File: src/uap_defines.vh
// Constants for the upper address port: register offsets, reset values, port width.
// Included by the port module; holds definitions only.
`ifndef UAP_DEFINES_VH
`define UAP_DEFINES_VH
`define UAP_NPINS          4
`define UAP_OFF_FUNC       4'h1
`define UAP_OFF_DIR        4'h3
`define UAP_OFF_OUT        4'h5
`define UAP_OFF_LEVEL      4'h7
`define UAP_OFF_CTRL       4'h8
`define UAP_OFF_STATUS     4'h9
`define UAP_RST_FUNC       4'hf
`define UAP_RST_DIR        4'hf
`define UAP_RST_OUT        4'h0
`define UAP_RST_ADDR       4'hf
`define UAP_PAGE_ZERO      4'h0
`define UAP_CTRL_VARIANT   0
`define UAP_ST_PRESET      0
`define UAP_ST_FETCH       1
`define UAP_ST_FLOAT       2
`endif

File: src/uap_port.v
// Upper address port: four pins, each general I/O or an upper address line.
// Assumes an Avalon-MM master on i_clk, a core bus controller giving access
// strobes, and an external pad that resolves the pin from output and enable.
//
// Operation
// - Reset forces address role, pin weakly high
// - Config byte fetch drives all ones strongly
// - All ones held until I/O or new address
// - Address pins float in idle, powerdown, standby, hold
// - I/O pins unchanged in low-power and hold
// - Nonextended access drives output value as page
// - Register file internal; other nonextended accesses off-chip
// - Second variant forces nonextended page to zero
// - Extended access drives upper four address bits
// - Register file and windowed registers map every page
// - Extended accesses reach locations under mapped areas
// - Last data address held between bus accesses
// - Powerdown disconnects address pin input buffers
// - Direction clear push-pull; set open-drain; function address
// - Level sense returns sampled pin levels, reading zero on address pins in powerdown
// - Direction set, output one: both drivers off
`timescale 1ns/100ps
`include "uap_defines.vh"
module uap_port #(
  parameter NPINS = `UAP_NPINS
) (
  input  wire             i_clk,
  input  wire             i_resetn,
  // Avalon-MM slave
  input  wire [3:0]       avs_address,
  input  wire             avs_read,
  input  wire             avs_write,
  input  wire [31:0]      avs_writedata,
  input  wire [3:0]       avs_byteenable,
  output reg  [31:0]      avs_readdata,
  output wire             avs_waitrequest,
  // Core bus controller side
  input  wire             i_cfg_fetch,
  input  wire             i_code_fetch,
  input  wire [NPINS-1:0] i_code_page,
  input  wire             i_data_access,
  input  wire             i_data_ext,
  input  wire [NPINS-1:0] i_data_page,
  input  wire             i_data_regfile,
  input  wire             i_idle,
  input  wire             i_powerdown,
  input  wire             i_standby,
  input  wire             i_hold,
  output wire             o_access_internal,
  output wire             o_access_offchip,
  output wire [NPINS-1:0] o_access_page,
  // Pins
  input  wire [NPINS-1:0] i_pin,
  output reg  [NPINS-1:0] o_pin,
  output reg  [NPINS-1:0] o_pin_oe,
  output wire [NPINS-1:0] o_pin_weak_pullup,
  output wire [NPINS-1:0] o_pin_inbuf_en
);

  reg  [NPINS-1:0] pin_function_select_q;
  reg  [NPINS-1:0] pin_direction_ctl_q;
  reg  [NPINS-1:0] pin_output_value_q;
  reg  [NPINS-1:0] func_live_q;
  reg  [NPINS-1:0] data_addr_q;
  reg  [NPINS-1:0] sync1_q;
  reg  [NPINS-1:0] sync2_q;
  reg              variant_q;
  reg              fetch_seen_q;
  reg              out_valid_q;
  reg              rd_pend_q;
  reg  [NPINS-1:0] pin_d;
  reg  [NPINS-1:0] oe_d;
  wire [NPINS-1:0] addr_src;
  wire [NPINS-1:0] nonext_page;
  wire             float_addr;
  wire             wr_lo;
  integer          k;

  // Byte-lane write of the low nibble
  function [NPINS-1:0] merge_lo;
    input [NPINS-1:0] old_v;
    input [31:0]      wd;
    input [3:0]       be;
    begin
      merge_lo = be[0] ? wd[NPINS-1:0] : old_v;
    end
  endfunction

  // Reads take one wait cycle; writes finish at once
  assign avs_waitrequest = avs_read & ~rd_pend_q;
  assign wr_lo = avs_write;

  // Software ordering of configuration writes is the master's job
  always @(posedge i_clk or negedge i_resetn) begin
    if (!i_resetn) begin
      pin_function_select_q <= `UAP_RST_FUNC;
      pin_direction_ctl_q   <= `UAP_RST_DIR;
      pin_output_value_q    <= `UAP_RST_OUT;
      variant_q             <= 1'b0;
    end else if (wr_lo) begin
      case (avs_address)
        `UAP_OFF_FUNC: pin_function_select_q <=
                         merge_lo(pin_function_select_q, avs_writedata, avs_byteenable);
        `UAP_OFF_DIR:  pin_direction_ctl_q <=
                         merge_lo(pin_direction_ctl_q, avs_writedata, avs_byteenable);
        `UAP_OFF_OUT:  pin_output_value_q <=
                         merge_lo(pin_output_value_q, avs_writedata, avs_byteenable);
        `UAP_OFF_CTRL: begin
          if (avs_byteenable[0])
            variant_q <= avs_writedata[`UAP_CTRL_VARIANT];
        end
        default: ;
      endcase
    end
  end

  // Mux select is retimed so a change lands cleanly on the next edge
  always @(posedge i_clk or negedge i_resetn) begin
    if (!i_resetn)
      func_live_q <= `UAP_RST_FUNC;
    else
      func_live_q <= pin_function_select_q;
  end

  // Page for nonextended data accesses
  assign nonext_page = variant_q ? `UAP_PAGE_ZERO : pin_output_value_q;

  // Data address latch keeps the last value between accesses
  always @(posedge i_clk or negedge i_resetn) begin
    if (!i_resetn) begin
      data_addr_q  <= `UAP_RST_ADDR;
      fetch_seen_q <= 1'b0;
      out_valid_q  <= 1'b0;
    end else begin
      if (i_cfg_fetch) begin
        data_addr_q  <= {NPINS{1'b1}};
        fetch_seen_q <= 1'b1;
      end else if (i_data_access && !(i_data_regfile && !i_data_ext)) begin
        if (i_data_ext)
          data_addr_q <= i_data_page;
        else
          data_addr_q <= nonext_page;
      end
      if (i_cfg_fetch || fetch_seen_q)
        out_valid_q <= 1'b1;
    end
  end

  // Code fetch uses the fetch page counter, otherwise the data latch
  assign addr_src = i_code_fetch ? i_code_page : data_addr_q;

  // Nonextended register file and windowed register accesses stay on chip in any page; extended ones go off-chip
  assign o_access_internal = i_data_access & i_data_regfile & ~i_data_ext;
  assign o_access_offchip  = i_data_access & ~o_access_internal;
  assign o_access_page     = i_data_ext ? i_data_page : nonext_page;

  assign float_addr = i_idle | i_powerdown | i_standby | i_hold;

  // Pin driver: address pins push-pull after the first config fetch unless floated, I/O per direction
  always @* begin
    pin_d = {NPINS{1'b0}};
    oe_d  = {NPINS{1'b0}};
    for (k = 0; k < NPINS; k = k + 1) begin
      if (func_live_q[k]) begin
        pin_d[k] = addr_src[k];
        oe_d[k]  = out_valid_q & ~float_addr;
      end else if (!pin_direction_ctl_q[k]) begin
        pin_d[k] = pin_output_value_q[k];
        oe_d[k]  = 1'b1;
      end else begin
        pin_d[k] = 1'b0;
        oe_d[k]  = ~pin_output_value_q[k];
      end
    end
  end

  always @(posedge i_clk or negedge i_resetn) begin
    if (!i_resetn) begin
      o_pin    <= {NPINS{1'b0}};
      o_pin_oe <= {NPINS{1'b0}};
    end else begin
      o_pin    <= pin_d;
      o_pin_oe <= oe_d;
    end
  end

  // Weak pull-up only while reset holds
  assign o_pin_weak_pullup = {NPINS{~i_resetn}};
  assign o_pin_inbuf_en = ~(func_live_q & {NPINS{i_powerdown}});

  // Pin level sampler, two flops
  always @(posedge i_clk or negedge i_resetn) begin
    if (!i_resetn) begin
      sync1_q <= {NPINS{1'b0}};
      sync2_q <= {NPINS{1'b0}};
    end else begin
      sync1_q <= i_pin;
      sync2_q <= sync1_q;
    end
  end

  // Read path
  always @(posedge i_clk or negedge i_resetn) begin
    if (!i_resetn) begin
      rd_pend_q    <= 1'b0;
      avs_readdata <= 32'h0000_0000;
    end else begin
      rd_pend_q <= avs_read & ~rd_pend_q;
      if (avs_read && !rd_pend_q) begin
        case (avs_address)
          `UAP_OFF_FUNC:   avs_readdata <= {28'h0, pin_function_select_q};
          `UAP_OFF_DIR:    avs_readdata <= {28'h0, pin_direction_ctl_q};
          `UAP_OFF_OUT:    avs_readdata <= {28'h0, pin_output_value_q};
          `UAP_OFF_LEVEL:  avs_readdata <= {28'h0, sync2_q & o_pin_inbuf_en};
          `UAP_OFF_CTRL:   avs_readdata <= {31'h0, variant_q};
          `UAP_OFF_STATUS: avs_readdata <= {29'h0, float_addr, fetch_seen_q, 1'b0};
          default:         avs_readdata <= 32'h0000_0000;
        endcase
      end
    end
  end

endmodule // uap_port

File: config.mk
export PLATFORM = sky130hd
export DESIGN_NAME = uap_port
export DESIGN_NICKNAME = d
export VERILOG_FILES = /design/src/uap_port.v
export VERILOG_INCLUDE_DIRS = /design/src /design/src/src
export SDC_FILE = /design/constraint.sdc
export NUM_CORES = 1
export LEC_CHECK = 0
export BUFFER_PORTS_ARGS = -buffer_cell sky130_fd_sc_hd__buf_4
export CAP_MARGIN = 20
export CORE_ASPECT_RATIO = 1.2
export CORE_MARGIN = 2
export CORE_UTILIZATION = 48
export DETAILED_ROUTE_END_ITERATION = 6
export GPL_ROUTABILITY_DRIVEN = 0
export PLACE_DENSITY = 0.85
export SYNTH_ARGS = -nofsm -noshare
export SYNTH_HDL_FRONTEND = slang
export SYNTH_SLANG_ARGS = --single-unit
File: constraint.sdc
create_clock -name i_clk -period 2.1 [get_ports i_clk]
set_clock_uncertainty 0.1 [all_clocks]
set_input_delay 0.21 -clock i_clk [delete_from_list [all_inputs] [get_ports i_clk]]
set_output_delay 0.21 -clock i_clk [all_outputs]
set_load 0.05 [all_outputs]
==> results by group <==
Status
  – Run status: finished clean

Die
  – Die Y: 78.1 um
  – Core Region: 4330 um^2
  – Rows: 26
  – Starting Density: 0.508
  – DIE AREA: between 5000 and 6000 um^2
  – IO Pins: 120
  – Die width: 65.8 um

Critical path
  – Worst Path Required: 1.79 ns
  – Crit. End Element: primary output
  – Crit path kind: reg -> out
  – Crit path max fanout: 6
  – Worst r2r path cells: 4
  – Slowest stage delay, CP: between 0.4 and 0.5 ns
  – Critical-path cell list: nand2b_1, o21ai_1, buf_4
  – Slowest stage cell on the critical path: dfrtp_1
  – CP arrival: around 1.4 ns
  – Startpoint Class: flop

Pwr
  – Sequential share of power: 0.456
  – Leakage: 1.31 nW
  – P per Cell Area: 898 nW/um^2
  – Switching Share: 0.369
  – Logic pwr share: 0.327
  – Overall power: approximately 2.4 mW
  – Psw: 0.896 mW
  – Clk pwr share: 0.217
  – Maximum vdd drop: 0.402 mV
  – Int Pwr: 1.53 mW

Layout
  – Layout area overhead: 22.9%
  – Antenna Cells: 0
  – Design area: 2700 um^2
  – Layout fillers: 366
  – Final net count: 331
  – Share of cells above drive strength 1: 0.382

Global route
  – Via count of the first global-routing pass: roughly 1600
  – Initial antenna violation count: 0
  – Largest net degree at the start of global routing: 45
  – Total grt overflow: 0
  – First-pass GRT wire length: between 7 and 8 mm
  – Total GRT Usage: 0.191

Synth
  – Post-synth cell types: 40
  – Post-synthesis cell count: 202
  – Post-synthesis adder-cell area fraction: 0
  – Mux cell area share after synthesis: 0.110
  – Post-synthesis compound-gate area fraction: 0.0780
  – Synth Area in XOR/XNOR: 0
  – Main combinational cell family by area after synthesis: simple AND/OR/NAND/NOR gates
  – Simple-gate area share of the yosys netlist: 0.163
  – Seq cells post-synth: 44
  – YS warnings: 0
  – Top FF cell, synth: dfrtp_1
  – Synth Cell Area: between 2000 and 2500 um^2
  – Post-synthesis sequential area ratio: 0.510
  – Asr flop ratio synth: 1.00
  – Post-synth EDFFs: 0
  – Syn_area_per_cell: 10.9 um^2

CTS
  – CTS-repair resized insts: 0
  – Num CTS Buffers: 5
  – CTS tree: built
  – Clock root cell: clkbuf_8
  – Clock Latency Late Sink: 0.29 ns
  – Clock Pin Slew Worst Setup and Hold Paths: 0.07 ns
  – CTS H-tree lvls: 2
  – Deepest clock path buffer count: 2
  – Cts-stage hold buffer count: 5
  – Sink Count: 44
  – Setup bufs post-CTS: 0

Routing
  – DRT Wirelength: about 4.7 mm
  – Via count: 1608
  – DR vias/cell: 4.98
  – Drc violations: 0
  – Drt initial violations: 48
  – Antenna Violating Nets Remaining: 0
  – Routed len/inst: 14.4 um
  – TritonRoute pass-1 iters: 4

Flow run
  – Max Cap Violations: 0

Hold path
  – HP Class: in -> reg
  – Hold Path Depth: 2

Placed design
  – DP Area: 2560 um^2
  – IO buf count: 60
  – Pre-CTS setup slack: 0.443 ns
  – Post-detail-place hpwl: 3.58 mm

STA
  – Fmax: 588 MHz
  – Fin. Hold Viols: 0
  – Final Setup Violations: 0
  – Setup TNS: 0 ns
  – Relative slew margins: 0.616
  – Worst setup margin: 0.401 ns
  – RSZ-0062 raised after global routing: no
  – Tcrit/Tclk final: 0.809
  – Worst Max-Slew Pin Slew: between 0.5 and 0.6 ns
  – Pins Over Slew Limit: 0
  – Tmin final: 1.70 ns
  – Hold WS: between 0.04 and 0.05 ns
worst max-delay path, delay by kind of cell, from the launching register on:
kind,cells,cell delay (ns)
and+or+nand+nor,1,0.21
buffers and inverters,1,0.23
DFF,1,0.47
AOI/OAI and AO/OA,1,0.19
final timing paths:
kind                                      from                  endpoint  slack [ns]
worst max-delay path                 variant_q          o_access_page[0]        0.40
worst min-delay path               i_cfg_fetch            data_addr_q[0]        0.05
worst max register to register  func_live_q[2]           avs_readdata[2]        0.66
worst min register to register      sync1_q[2]                sync2_q[2]        0.25
max in group asynchronous             i_resetn  pin_function_select_q[0]        1.06
min in group asynchronous             i_resetn               out_valid_q        0.46
layout by cell type, fill, tap and decap left out, drive strengths merged, types with 2 or more instances in the layout:
master        n
buf          61
conb         28
dfrtp        28
nand2        19
o21ai        17
dfstp        16
nand2b       15
mux2         13
inv           9
mux2i         8
clkbuf        6
a21oi         5
nand3b        5
dlygate4sd3   5
nor2          4
nor3b         2
nor4          2
nor2b         2
or3           2
nor3          2
clkinv        2
power by group through the flow:
stage	clock network, mW	logic (mW)	registers (mW)
after global routing	0.567	0.837	1.12
after floorplan	0	0.441	1.25
after CTS	0.536	0.796	1.10
after global placement	0	0.774	1.11
final	0.526	0.794	1.11
after detailed placement	0	0.787	1.12
synth_stat cells (4+ instances only):
cell type   n  area share
nand2b_1   14       0.040
a21oi_1     5       0.011
o21ai_0    16       0.036
dfstp_2    16        0.19
nor2_1      4      0.0068
nand2_1    19       0.032
dfrtp_1    28        0.32
mux2_2      9       0.046
mux2i_1     8       0.036
mux2_4      4       0.027
buf_4      31        0.11
nand3b_1    5       0.017
inv_1       9       0.015
cell type report:
type	instances	area, um^2	area share
clock buffer	6	82.6	0.0306
clock inverter	2	10.0	0.00370
inverter	9	33.8	0.0125
multi-input combinational	140	877	0.325
sequential	44	1120	0.415
tap	56	70.1	0.0259
timing repair buffer	66	508	0.188
routing by layer:
metal / share of wire / wire (um) / up-vias / GRT usage
met3: 0.063 / 293 / 13 / 0.0358
met4: 0.027 / 124 / 0 / 0.0917
met1: 0.37 / 1740 / 771 / 0.225
met5: 0 / 0 / - / 0
met2: 0.54 / 2490 / 70 / 0.329
li1: - / - / 754 / -
flip-flops by register name, indices dropped and copies added (netlist names):
register and flops:
func_live_q 4, sync1_q 4, pin_output_value_q 4, o_pin_oe 4, avs_readdata 4, o_pin 4, pin_direction_ctl_q 4, variant_q 1
fetch_seen_q 1, sync2_q 4, data_addr_q 4, out_valid_q 1, pin_function_select_q 4, rd_pend_q 1
through the flow:
stage                     instances  utilization
after floorplan                 229            -
after global placement          310        0.592
after detailed placement        310        0.592
after CTS                       323        0.625
after global routing            323        0.625
final                           323        0.625
cells by family (layout without fill, tap and decap cells):
logic type / after synthesis / count (layout)
other: 1 / 28
and+or+nand+nor: 61 / 61
DFF: 44 / 44
AOI/OAI and AO/OA: 30 / 30
muxes: 21 / 21
buffers and inverters: 45 / 83
Power figures use the tool's default switching activity.
